$ cat config.mk
export PLATFORM = sky130hd
export DESIGN_NAME = xorpq_desc_engine
export DESIGN_NICKNAME = d
export VERILOG_FILES = /design/src/verilog/xorpq_pkg.sv /design/src/verilog/xorpq_desc_engine.sv /design/src/verilog/result_fifo.sv
export SDC_FILE = /design/constraint.sdc
export NUM_CORES = 2
export LEC_CHECK = 0
export BUFFER_PORTS_ARGS = -buffer_cell sky130_fd_sc_hd__buf_2
export CAP_MARGIN = 20
export CORE_MARGIN = 5
export CORE_UTILIZATION = 25
export CTS_CLUSTER_DIAMETER = 80
export DETAILED_ROUTE_END_ITERATION = 8
export SLEW_MARGIN = 40
export SYNTH_ARGS = -nofsm -noshare
export SYNTH_HDL_FRONTEND = slang
export SYNTH_SLANG_ARGS = --single-unit
$ cat constraint.sdc
create_clock -name i_clk -period 11.45 [get_ports i_clk]
set_input_delay 2.29 -clock i_clk [delete_from_list [all_inputs] [get_ports i_clk]]
set_output_delay 2.29 -clock i_clk [all_outputs]
set_load 0.05 [all_outputs]
$ cat src/verilog/xorpq_pkg.sv
/*
 Constants shared by the descriptor engine and its result buffer.
 Assumes one 100 MHz clock and byte addressing on both buses.
*/
package xorpq_pkg;
  localparam int ADDR_W = 32;
  localparam int DATA_W = 32;
  localparam int DESC_WORDS = 9;
  localparam int FIFO_DEPTH = 32;
  localparam int FIFO_W = ADDR_W + DATA_W;
  // Descriptor word positions
  localparam logic [3:0] W_LINK = 4'h0;
  localparam logic [3:0] W_SRC1 = 4'h1;
  localparam logic [3:0] W_SRC2 = 4'h2;
  localparam logic [3:0] W_SRC3 = 4'h3;
  localparam logic [3:0] W_SRC4 = 4'h4;
  localparam logic [3:0] W_DEST = 4'h5;
  localparam logic [3:0] W_COUNT = 4'h6;
  localparam logic [3:0] W_CTRL = 4'h7;
  localparam logic [3:0] W_DDEST = 4'h8;
  localparam logic [3:0] BASE_LAST = 4'h7;
  localparam logic [3:0] DUAL_LAST = 4'h8;
  // Control word fields
  localparam int DUAL_BIT = 27;
  localparam int FILL_BIT = 0;
  localparam logic [31:0] LINK_MASK = 32'hffff_ffe0;
  // Sources per format
  localparam logic [2:0] SRC_N_DUAL = 3'h4;
  localparam logic [2:0] SRC_N_PQ = 3'h3;
  localparam logic [2:0] SRC_N_PLAIN = 3'h2;
  localparam logic [2:0] SRC_HORIZ = 3'h2;
  localparam logic [2:0] SRC_DIAG = 3'h3;
  localparam int WORD_SHIFT = 2;
  // Register map, byte addresses
  localparam logic [7:0] REG_CTRL = 8'h00;
  localparam logic [7:0] REG_HEAD = 8'h04;
  localparam logic [7:0] REG_STATUS = 8'h08;
  localparam logic [7:0] REG_WORK_BASE = 8'h10;
  localparam logic [7:0] REG_WORK_LAST = 8'h30;
  localparam int CTRL_START_BIT = 0;
  localparam int CTRL_PQ_BIT = 1;
  localparam int STAT_BUSY_BIT = 0;
  localparam int STAT_DONE_BIT = 1;
  localparam logic [31:0] UNMAPPED_DATA = 32'h0000_0000;

  typedef enum logic [2:0] {
    ST_IDLE, ST_DESC, ST_SRC, ST_PUSH_H, ST_PUSH_D, ST_DRAIN, ST_NEXT
  } state_t;
endpackage

$ cat src/verilog/xorpq_desc_engine.sv
/*
 Chain-descriptor engine for dual-XOR and three-source P+Q transfers.
 Assumes Avalon-MM register access and a memory port whose read data
 stand in the cycle that waitrequest is low; one clock, sync reset.
*/
// Behaviour
// - Dual-XOR layout used only when control word bit 27 is set.
// - Dual-XOR extends the eight-word layout to nine words with new register meanings.
// - Dual-XOR word order: link, src1, src2, horiz, diag, hdest, count, ctrl, ddest.
// - Each descriptor word lands in its own working register unchanged.
// - Zero link word ends the chain, else it is the next address.
// - Low five link bits are ignored when forming the fetch address.
// - Horizontal result goes to horizontal destination, diagonal to diagonal.
// - Loaded source and destination addresses are driven onto the memory bus.
// - Byte count word sets bytes processed and loads the count register.
// - Control word configures one operation, loaded into control register.
// - Any source alignment; software matches destination offsets modulo 16.
// - P+Q second word is fill data for a block fill, else source one.
// - Multiplier word bytes 0..2 serve sources one..three; byte 3 unused.
// - Source multiplier byte drives the GF multiplier while that source is read.
// - P+Q addresses accepted at any byte alignment.
`timescale 1ns/1ps
module xorpq_desc_engine (
  input wire logic i_clk,
  input wire logic i_sys_rst,
  input wire logic [7:0] i_avs_address,
  input wire logic i_avs_read,
  input wire logic i_avs_write,
  input wire logic [xorpq_pkg::DATA_W-1:0] i_avs_writedata,
  input wire logic [3:0] i_avs_byteenable,
  output logic [xorpq_pkg::DATA_W-1:0] o_avs_readdata,
  output logic o_avs_waitrequest,
  output logic o_mem_read,
  output logic o_mem_write,
  output logic [xorpq_pkg::ADDR_W-1:0] o_mem_address,
  output logic [xorpq_pkg::DATA_W-1:0] o_mem_writedata,
  input wire logic [xorpq_pkg::DATA_W-1:0] i_mem_readdata,
  input wire logic i_mem_waitrequest,
  output logic [7:0] o_source_multiplier_byte,
  output logic o_gf_active,
  output logic o_busy
);
  import xorpq_pkg::*;

  state_t state;
  state_t resume_state;
  logic [DATA_W-1:0] work [DESC_WORDS];
  logic [3:0] word_idx;
  logic [2:0] src_idx;
  logic [ADDR_W-1:0] fetch_addr;
  logic [29:0] word_offset;
  logic [29:0] words_left;
  logic [DATA_W-1:0] acc_h;
  logic [DATA_W-1:0] acc_d;
  logic last_drain;
  logic pq_mode;
  logic start_req;
  logic done;
  logic [ADDR_W-1:0] chain_head;
  logic avs_ack;
  logic avs_req;
  logic mem_take;
  logic dual_mode;
  logic fill_mode;
  logic [2:0] src_count;
  logic [3:0] desc_last;
  logic [ADDR_W-1:0] offset_bytes;
  logic [ADDR_W-1:0] src_addr;
  logic [29:0] count_words;
  logic fifo_in_valid;
  logic fifo_in_ready;
  logic [FIFO_W-1:0] fifo_in_data;
  logic fifo_out_valid;
  logic fifo_out_ready;
  logic [FIFO_W-1:0] fifo_out_data;
  logic [3:0] work_sel;

  // Decoded from the loaded working registers
  assign dual_mode = work[W_CTRL][DUAL_BIT];
  assign fill_mode = pq_mode && !dual_mode && work[W_CTRL][FILL_BIT];
  assign src_count = dual_mode ? SRC_N_DUAL : (pq_mode ? SRC_N_PQ : SRC_N_PLAIN);
  assign offset_bytes = {word_offset, 2'b00};
  // Sources start at word 1 in every format (words 1..2, 1..3 or 1..4); no alignment is imposed
  assign src_addr = work[4'(src_idx) + W_SRC1] + offset_bytes;
  // Partial trailing word rounds up to a whole word
  assign count_words = work[W_COUNT][31:WORD_SHIFT] + 30'(|work[W_COUNT][1:0]);
  assign mem_take = !i_mem_waitrequest;

  // Ninth word is fetched only once the control word (word 7) shows dual mode
  always_comb begin
    desc_last = BASE_LAST;
    if (word_idx > BASE_LAST && dual_mode) begin
      desc_last = DUAL_LAST;
    end
  end

  // Memory port: descriptor and source reads, result writes from the buffer
  always_comb begin
    o_mem_read = 1'b0;
    o_mem_address = '0;
    case (state)
      ST_DESC: begin
        o_mem_read = 1'b1;
        o_mem_address = fetch_addr + {26'h0, word_idx, 2'b00};
      end
      ST_SRC: begin
        // No read on the exit cycle or in fill, so a stalled read is never withdrawn
        o_mem_read = (words_left != '0) && !fill_mode;
        o_mem_address = src_addr;
      end
      ST_DRAIN: begin
        o_mem_address = fifo_out_data[FIFO_W-1:DATA_W];
      end
      default: begin
        o_mem_read = 1'b0;
      end
    endcase
  end
  assign o_mem_write = (state == ST_DRAIN) && fifo_out_valid;
  assign o_mem_writedata = fifo_out_data[DATA_W-1:0];
  assign fifo_out_ready = (state == ST_DRAIN) && mem_take;

  // Multiplier byte follows the source being fetched
  assign o_gf_active = (state == ST_SRC) && pq_mode && !dual_mode && !fill_mode
    && (words_left != '0);
  assign o_source_multiplier_byte = o_gf_active ?
    work[W_SRC4][{src_idx[1:0], 3'b000} +: 8] : 8'h00;

  // Result entries carry their own destination address
  always_comb begin
    fifo_in_valid = 1'b0;
    fifo_in_data = '0;
    if (state == ST_PUSH_H) begin
      fifo_in_valid = 1'b1;
      fifo_in_data = {work[W_DEST] + offset_bytes, acc_h};
    end else if (state == ST_PUSH_D) begin
      fifo_in_valid = 1'b1;
      fifo_in_data = {work[W_DDEST] + offset_bytes, acc_d};
    end
  end

  result_fifo #(
    .WIDTH(FIFO_W),
    .DEPTH(FIFO_DEPTH)
  ) u_result_fifo (
    .i_clk(i_clk),
    .i_sys_rst(i_sys_rst),
    .i_in_valid(fifo_in_valid),
    .o_in_ready(fifo_in_ready),
    .i_in_data(fifo_in_data),
    .o_out_valid(fifo_out_valid),
    .i_out_ready(fifo_out_ready),
    .o_out_data(fifo_out_data)
  );

  // Sequencer
  always_ff @(posedge i_clk) begin
    if (i_sys_rst) begin
      state <= ST_IDLE;
      resume_state <= ST_IDLE;
      word_idx <= '0;
      src_idx <= '0;
      fetch_addr <= '0;
      word_offset <= '0;
      words_left <= '0;
      last_drain <= 1'b0;
    end else begin
      case (state)
        ST_IDLE: begin
          if (start_req) begin
            fetch_addr <= chain_head & LINK_MASK;
            word_idx <= '0;
            state <= ST_DESC;
          end
        end
        ST_DESC: begin
          if (mem_take) begin
            word_idx <= word_idx + 4'h1;
            if (word_idx == BASE_LAST && i_mem_readdata[DUAL_BIT]) begin
              state <= ST_DESC;
            end else if (word_idx >= desc_last) begin
              // All words held before any data moves
              word_offset <= '0;
              words_left <= count_words;
              src_idx <= '0;
              last_drain <= 1'b0;
              state <= ST_SRC;
            end
          end
        end
        ST_SRC: begin
          if (words_left == '0) begin
            last_drain <= 1'b1;
            state <= ST_DRAIN;
          end else if (fill_mode) begin
            state <= ST_PUSH_H;
          end else if (mem_take) begin
            if (src_idx == src_count - 3'h1) begin
              src_idx <= '0;
              state <= ST_PUSH_H;
            end else begin
              src_idx <= src_idx + 3'h1;
            end
          end
        end
        ST_PUSH_H, ST_PUSH_D: begin
          // Full buffer: write results out, then retry this push
          if (!fifo_in_ready) begin
            resume_state <= state;
            state <= ST_DRAIN;
          end else if (state == ST_PUSH_H && dual_mode) begin
            state <= ST_PUSH_D;
          end else begin
            word_offset <= word_offset + 30'h1;
            words_left <= words_left - 30'h1;
            state <= ST_SRC;
          end
        end
        ST_DRAIN: begin
          if (!fifo_out_valid) begin
            state <= last_drain ? ST_NEXT : resume_state;
          end
        end
        ST_NEXT: begin
          if (work[W_LINK] == '0) begin
            state <= ST_IDLE;
          end else begin
            fetch_addr <= work[W_LINK] & LINK_MASK;
            word_idx <= '0;
            state <= ST_DESC;
          end
        end
        default: begin
          state <= ST_IDLE;
        end
      endcase
    end
  end

  // Working registers take each word verbatim
  always_ff @(posedge i_clk) begin
    if (i_sys_rst) begin
      for (int i = 0; i < DESC_WORDS; i++) begin
        work[i] <= '0;
      end
    end else if (state == ST_DESC && mem_take) begin
      work[word_idx] <= i_mem_readdata;
      if (word_idx == BASE_LAST && !i_mem_readdata[DUAL_BIT]) begin
        work[W_DDEST] <= '0;
      end
    end
  end

  // Accumulators: shared sources feed both results in dual mode
  always_ff @(posedge i_clk) begin
    if (i_sys_rst) begin
      acc_h <= '0;
      acc_d <= '0;
    end else if (state == ST_SRC && words_left != '0) begin
      if (fill_mode) begin
        acc_h <= work[W_SRC1];
      end else if (mem_take) begin
        if (!dual_mode || src_idx != SRC_DIAG) begin
          acc_h <= (src_idx == '0) ? i_mem_readdata : acc_h ^ i_mem_readdata;
        end
        if (dual_mode && src_idx != SRC_HORIZ) begin
          acc_d <= (src_idx == '0) ? i_mem_readdata : acc_d ^ i_mem_readdata;
        end
      end
    end
  end

  // Register slave: one wait cycle, answer at the second edge
  assign avs_req = i_avs_read || i_avs_write;
  assign o_avs_waitrequest = avs_req && !avs_ack;
  assign work_sel = 4'(i_avs_address[7:2] - REG_WORK_BASE[7:2]);

  always_ff @(posedge i_clk) begin
    if (i_sys_rst) begin
      avs_ack <= 1'b0;
    end else begin
      avs_ack <= avs_req && !avs_ack;
    end
  end

  always_ff @(posedge i_clk) begin
    if (i_sys_rst) begin
      o_avs_readdata <= '0;
    end else if (i_avs_read && !avs_ack) begin
      if (i_avs_address == REG_CTRL) begin
        o_avs_readdata <= {30'h0, pq_mode, 1'b0};
      end else if (i_avs_address == REG_HEAD) begin
        o_avs_readdata <= chain_head;
      end else if (i_avs_address == REG_STATUS) begin
        o_avs_readdata <= {30'h0, done, o_busy};
      end else if (i_avs_address >= REG_WORK_BASE && i_avs_address <= REG_WORK_LAST
                   && i_avs_address[1:0] == 2'b00) begin
        o_avs_readdata <= work[work_sel];
      end else begin
        o_avs_readdata <= UNMAPPED_DATA;
      end
    end
  end

  // Writes land on the accepting edge; start ignored while busy
  always_ff @(posedge i_clk) begin
    if (i_sys_rst) begin
      chain_head <= '0;
      pq_mode <= 1'b0;
      start_req <= 1'b0;
    end else begin
      start_req <= 1'b0;
      if (i_avs_write && avs_ack) begin
        if (i_avs_address == REG_HEAD) begin
          for (int b = 0; b < 4; b++) begin
            if (i_avs_byteenable[b]) begin
              chain_head[b*8 +: 8] <= i_avs_writedata[b*8 +: 8];
            end
          end
        end else if (i_avs_address == REG_CTRL && i_avs_byteenable[0] && !o_busy) begin
          pq_mode <= i_avs_writedata[CTRL_PQ_BIT];
          start_req <= i_avs_writedata[CTRL_START_BIT];
        end
      end
    end
  end

  // Done stays set until the next start
  always_ff @(posedge i_clk) begin
    if (i_sys_rst) begin
      done <= 1'b0;
    end else if (state == ST_NEXT && work[W_LINK] == '0) begin
      done <= 1'b1;
    end else if (start_req) begin
      done <= 1'b0;
    end
  end

  assign o_busy = (state != ST_IDLE) || start_req;
endmodule

$ cat src/verilog/result_fifo.sv
/*
 Result buffer: synchronous FIFO of address and data pairs.
 Assumes one clock and a synchronous active-high reset.
*/
`timescale 1ns/1ps
module result_fifo #(
  parameter int WIDTH = 64,
  parameter int DEPTH = 32
) (
  input wire logic i_clk,
  input wire logic i_sys_rst,
  input wire logic i_in_valid,
  output logic o_in_ready,
  input wire logic [WIDTH-1:0] i_in_data,
  output logic o_out_valid,
  input wire logic i_out_ready,
  output logic [WIDTH-1:0] o_out_data
);
  localparam int PTR_W = $clog2(DEPTH);
  logic [WIDTH-1:0] mem [DEPTH];
  logic [PTR_W-1:0] wr_ptr;
  logic [PTR_W-1:0] rd_ptr;
  logic [PTR_W:0] count;
  logic push;
  logic pop;

  assign o_in_ready = (count != (PTR_W+1)'(DEPTH));
  assign o_out_valid = (count != '0);
  assign push = i_in_valid && o_in_ready;
  assign pop = o_out_valid && i_out_ready;
  assign o_out_data = mem[rd_ptr];

  always_ff @(posedge i_clk) begin
    if (push) begin
      mem[wr_ptr] <= i_in_data;
    end
  end

  // Pointers wrap because depth is a power of two
  always_ff @(posedge i_clk) begin
    if (i_sys_rst) begin
      wr_ptr <= '0;
      rd_ptr <= '0;
      count <= '0;
    end else begin
      if (push) begin
        wr_ptr <= wr_ptr + 1'b1;
      end
      if (pop) begin
        rd_ptr <= rd_ptr + 1'b1;
      end
      if (push && !pop) begin
        count <= count + 1'b1;
      end else if (pop && !push) begin
        count <= count - 1'b1;
      end
    end
  end
endmodule

Yosys cells after proc, flatten, opt, wreduce, memory -nomap -nowiden
Memory sizes are Yosys's and may differ from the RTL's. A register that Yosys moved wholly into a read port is not among the register bits.
Cells that the tools add are included.
{ "word_totals": {"register_bits": 254, "ramBits": 2336, "inputBits": 81, "out_inout_bits": 109, "elab_cells": 242, "n_memories": 2} }
{ "classes": {"add_sub_neg": 16, "n_lt_le_gt_ge": 4, "eq_ne": 29, "n_shift": 1, "n_mux": 86, "bitwise_logic": 9, "reduce_logical": 73} }
{ "mem_list": {"columns": ["name", "words", "width", "rd", "rd_clocked_by_memory_dff", "write_ports", "line", "rtl"], "rows": [
  ["u_result_fifo.mem", 32, 64, 1, 1, 1, "result_fifo.sv:20", "logic [WIDTH-1:0] mem [DEPTH];"],
  ["work", 9, 32, 9, 0, 9, "xorpq_desc_engine.sv:47", "logic [DATA_W-1:0] work [DESC_WORDS];"]
]} }
{ "op_table": {"columns": ["operator", "n"], "rows": [
  ["$mux 32", 13],
  ["$mux 30", 10],
  ["$mux 64", 2],
  ["$pmux 30 s2", 2],
  ["$add 32x32->32", 3],
  ["$pmux 32 s3", 1],
  ["$pmux 32 s2", 1],
  ["$xor 32x32->32", 2],
  ["$mux 3", 20],
  ["$add 32x6->32", 1],
  ["$logic_not 32->1", 1],
  ["$reduce_or 32->1", 1],
  ["$shiftx 32x6->8", 1],
  ["$add 30x1->30", 1],
  ["$add 30x1->30 const B", 1],
  ["$logic_not 30->1", 1],
  ["$reduce_bool 30->1", 1],
  ["$sub 30x1->30 const B", 1],
  ["$logic_and 1x1->1", 28],
  ["$ne 2x2->1 const B", 12],
  ["$mux 1", 22],
  ["$reduce_and 3->1", 7],
  ["$mux 4", 5],
  ["$pmux 3 s6", 1],
  ["47 further kinds", 80]
]} }

Longest topological paths before layout
{ "depth": {"ltp_word": 9, "ltp_mapped": 21, "ltp_nobuf": 17} }

By module
A second synthesis with hierarchy kept.
{ "hier_totals": {"cells_unflattened": 7515, "area_unflattened_um2": 121454.0} }
{ "by_module_without_submodules": {"columns": ["module", "instances", "cells_each", "area_per_inst_um2", "seq_area_each_um2"], "rows": [
  ["result_fifo", 1, 3749, 78735.5, 61919.4],
  ["xorpq_desc_engine", 1, 3766, 42718.5, 19718.9]
]} }

Worst setup path before layout
OpenSTA, ideal clock, no wires.
{ "synth_path": {"kind": "reg2out", "from": "register src_idx[0]", "to": "output o_mem_address[28] (netlist bit)", "arrival_time_ns": 5.650, "required_time_ns": 9.160, "path_slack_ns": 3.510, "path_stages_with_launch": 19, "path_buffers": 4, "cell_sequence": "dfxtp_1 -> buf_2 -> inv_1 -> ha_1 -> clkbuf_1 -> buf_1 -> buf_1 -> mux4_2 -> mux4_2 -> ha_1 -> inv_1 -> fa_1 -> nand2b_1 -> a211oi_2 -> o2111ai_1 -> a31oi_1 -> o2111ai_1 -> a31oi_1 -> o41ai_1"} }
{ "synth_between": {"elab_chain_cells": 4} }
{ "synth_rtl": {"columns": ["item", "line", "rtl"], "rows": [
  ["start: declaration", "xorpq_desc_engine.sv:49", "logic [2:0] src_idx;"],
  ["start signal: assignment", "xorpq_desc_engine.sv:202", "src_idx <= src_idx + 3'h1;"],
  ["$add 3x1->4", "xorpq_desc_engine.sv:84", "assign src_addr = work[4'(src_idx) + W_SRC1] + offset_bytes;"],
  ["$mem_v2 9x32", null, null],
  ["$add 32x32->32", "xorpq_desc_engine.sv:84", null],
  ["$pmux 32 s3", "xorpq_desc_engine.sv:101", "case (state)"],
  ["end: declaration", "xorpq_desc_engine.sv:35", "output logic [xorpq_pkg::ADDR_W-1:0] o_mem_address,"]
]} }
No other way between the ends.

Worst setup path in the final report
{ "layout_path": {"from": "register src_idx[1]", "to": "output o_mem_address[24] (netlist bit)"} }
Same word-level chain as after synthesis.

==> results.cfg <==
[status]
outcome = finished, final reports clean

[cells_and_area]
nets = 7396
layoutNonFillerInstCount = 13840
final_common_cell = edfxtp_1
final_area_mm2 = 0.1408
final_cell_mix = edfxtp_1 (2528), mux4_2 (901), nor2_1 (359)
area_growth_pct = 16.18
drive_gt1_frac = 0.2676

[min_path]
hold_path_class = flop to flop

[yosys]
syn_area_mm2 = 0.1212
synthCells = 6924
synth_top_area_share = 0.6263
ys.flop_type = edfxtp_1
yosys.area.top_type = edfxtp_1
synth_cell_types = 85
ys_warn_count = 0
synth_area_per_cell_um2 = 17.51
synth_area_leaders = edfxtp_1 (63%), mux4_2 (17%), dfxtp_1 (4.7%), and2_1 (1.4%), nor2_1 (1.3%)
seq_area_frac_synth = 0.6735
synth_seq_cells = 2814
synthArstFlopShare = 0
synth-edff-count = 2528
synth_nets = 7128

[routing]
wirelength_um = 390600
drtIter0Drc = 10360
viasPerCell = 5.119
vias = 70850
drtPass1Iterations = 5
postRouteAntennaNets = 0
avgRoutedWirePerCell_um = 28.22
drc_errors = 0

[clocking]
clkSlewWorstSetupHoldPaths_ns = 0.06
cts_hold_buf = 0
postCtsSetupRepairBufs = 0
htree_levels = 5
clk_path_buf_depth = 4
cts_root_buf = clkbuf_16
cts_buffers = 282
cts_resized = 0
clkLatencyLatePin_ns = 0.90
cts_sinks = 2814
cts_tree = built

[floorplan]
io_pins = 190
die_w_um = 706.3
die_y_um = 706.3
die_area_mm2 = 0.4989
core_mm2 = 0.4827
rows = 255
initial_utilization = 0.2511

[flow_run]
maxCapViolations = 0

[timing]
worstMarginPinSlew_ns = 0.8974
tns_ns = 0
finalMaxSlewViolations = 0
rsz0062_at_grt = no
min_period_over_period = 0.8213
fmaxAchievable_mhz = 106.3
finalHoldViolations = 0
finClkSkew_ns = 0.07374
layout_min_cycle_time_ns = 9.404
setup_violations = 0
max_slew_margin = 0.3954

[setup_path]
cpMaxStageDelayCell = dfxtp_1
cpPeakStageDelay_ns = 0.78
worstPathCellList = inv_1 -> ha_4 -> buf_12 -> mux2_2 -> mux4_2 -> ha_1 -> inv_1 -> fa_1 -> nand2b_1 -> a211oi_2 -> o2111ai_1 -> a31oi_1 -> o21ai_1 -> a311o_1 -> and4_1 -> or3_1 -> buf_2
cp-end-kind = output pin
crit_path_start_kind = flop
crit_family = compound AO/OA/AOI/OAI gates
cp_num_buf_inv = 4
critPathRequiredTime_ns = 9.16
cp_common_cell = inv_1
crit_type = flop to output pin
path_max_fanout = 32
cp_data_arrival_time_ns = 7.11

[placement]
hpwl_um = 245300
port_buffers = 189
dp.cells = 13310
dpl-instance-area_mm2 = 0.1316
gp_congestion = 0.9508

[global_routing]
grt_antenna_before_repair = 45
gr-total-overflow = 0
grt_pass1_wl_um = 541700
grt_max_degree = 127
grt_usage = 0.1504
grt_pass1_vias = 69130

[power]
power_density_mw_per_mm2 = 148.1
vdd_drop_max_mv = 0.1208
p_leak_nw = 40.84
[flip-flops by register name, summed over array words and instances (netlist names), 30 cells and up, named ones only]
| register | flops |
|---|---|
| acc_d | 32 |
| chain_head | 32 |
| u_result_fifo.mem | 2048 |
| work | 512 |
| acc_h | 32 |
| o_avs_readdata | 32 |
| word_offset | 30 |
| words_left | 30 |
[cell usage after synthesis (31+ instances only)]
master and n:
a211oi_1 64, a21o_1 40, a21oi_1 221, a22o_1 36, a22oi_1 39, a311oi_1 31
a31oi_1 43, and2_1 269, and3_1 35, buf_1 43, buf_2 104, clkbuf_1 276
dfxtp_1 286, edfxtp_1 2528, ha_1 119, inv_1 62, mux2_2 90, mux2i_1 58
mux4_2 901, nand2_1 321, nand3_1 134, nand4_1 45, nor2_1 404, nor3_1 44
nor3b_1 41, o21ai_0 174, o22ai_1 38, xnor2_1 75, xor2_1 130
[per-stage QoR]
step                power (mW)  hold slack [ns]  worst slack (ns)    util
global route             21.47           0.5027             1.829  0.2917
finish                   20.85           0.4659             2.046  0.2917
floorplan                11.79           0.4409             3.510       -
global placement         12.05           0.4516             2.066  0.2703
detailed placement       12.06           0.4598             2.584  0.2727
CTS                      20.97           0.4737             1.644  0.2909
[layout make-up]
| class | instances | area, um^2 |
|---|---|---|
| Tap cell | 6425 | 8039 |
| Clock buffer | 369 | 7715 |
| Clock inverter | 127 | 1060 |
| Antenna cell | 12 | 30.03 |
| Multi-Input combinational cell | 3606 | 38420 |
| Inverter | 62 | 232.7 |
| Fill cell | 46970 | 341900 |
| Timing Repair Buffer | 426 | 3662 |
| Sequential cell | 2814 | 81660 |
[cell families after synthesis]
group	Yosys count	synth area share
compound gates	796	0.04183
buf+inv	504	0.01770
simple gates	1433	0.05859
flops	2814	0.6735
mux	1049	0.1806
xor+xnor	205	0.01481
fa+ha+maj	123	0.01294
[per-layer routing]
metal / track usage / part of all wire / vias to the layer above
li1: - / - / 28470
met1: 0.2097 / 0.41 / 37540
met2: 0.2335 / 0.46 / 4148
met3: 0.03398 / 0.10 / 668
met4: 0.04552 / 0.034 / 18
met5: 0 / 0.00031 / -
[power breakdown]
part / switching [mW] / internal, mW
Sequential: 0.0895 / 11.1
Clock: 3.93 / 5.06
Combinational: 0.439 / 0.226
[worst register-to-register path: cells and delay by family (launching register included)]
kind	cells	cell delay, ns
simple gates	6	3.05
buf+inv	2	1.26
flops	1	0.79
[path summary, 6_finish.rpt]
kind                startpoint                        end  slack (ns)  cells after the start
max                 src_idx[1]          o_mem_address[24]        2.05                     17
min          o_avs_readdata[0]          o_avs_readdata[0]        0.47                      2
max reg2reg           state[0]  u_result_fifo.mem[28][22]        5.95                      8
min reg2reg  o_avs_readdata[0]          o_avs_readdata[0]        0.47                      2
No activity file was read; power rests on OpenSTA's default activity.
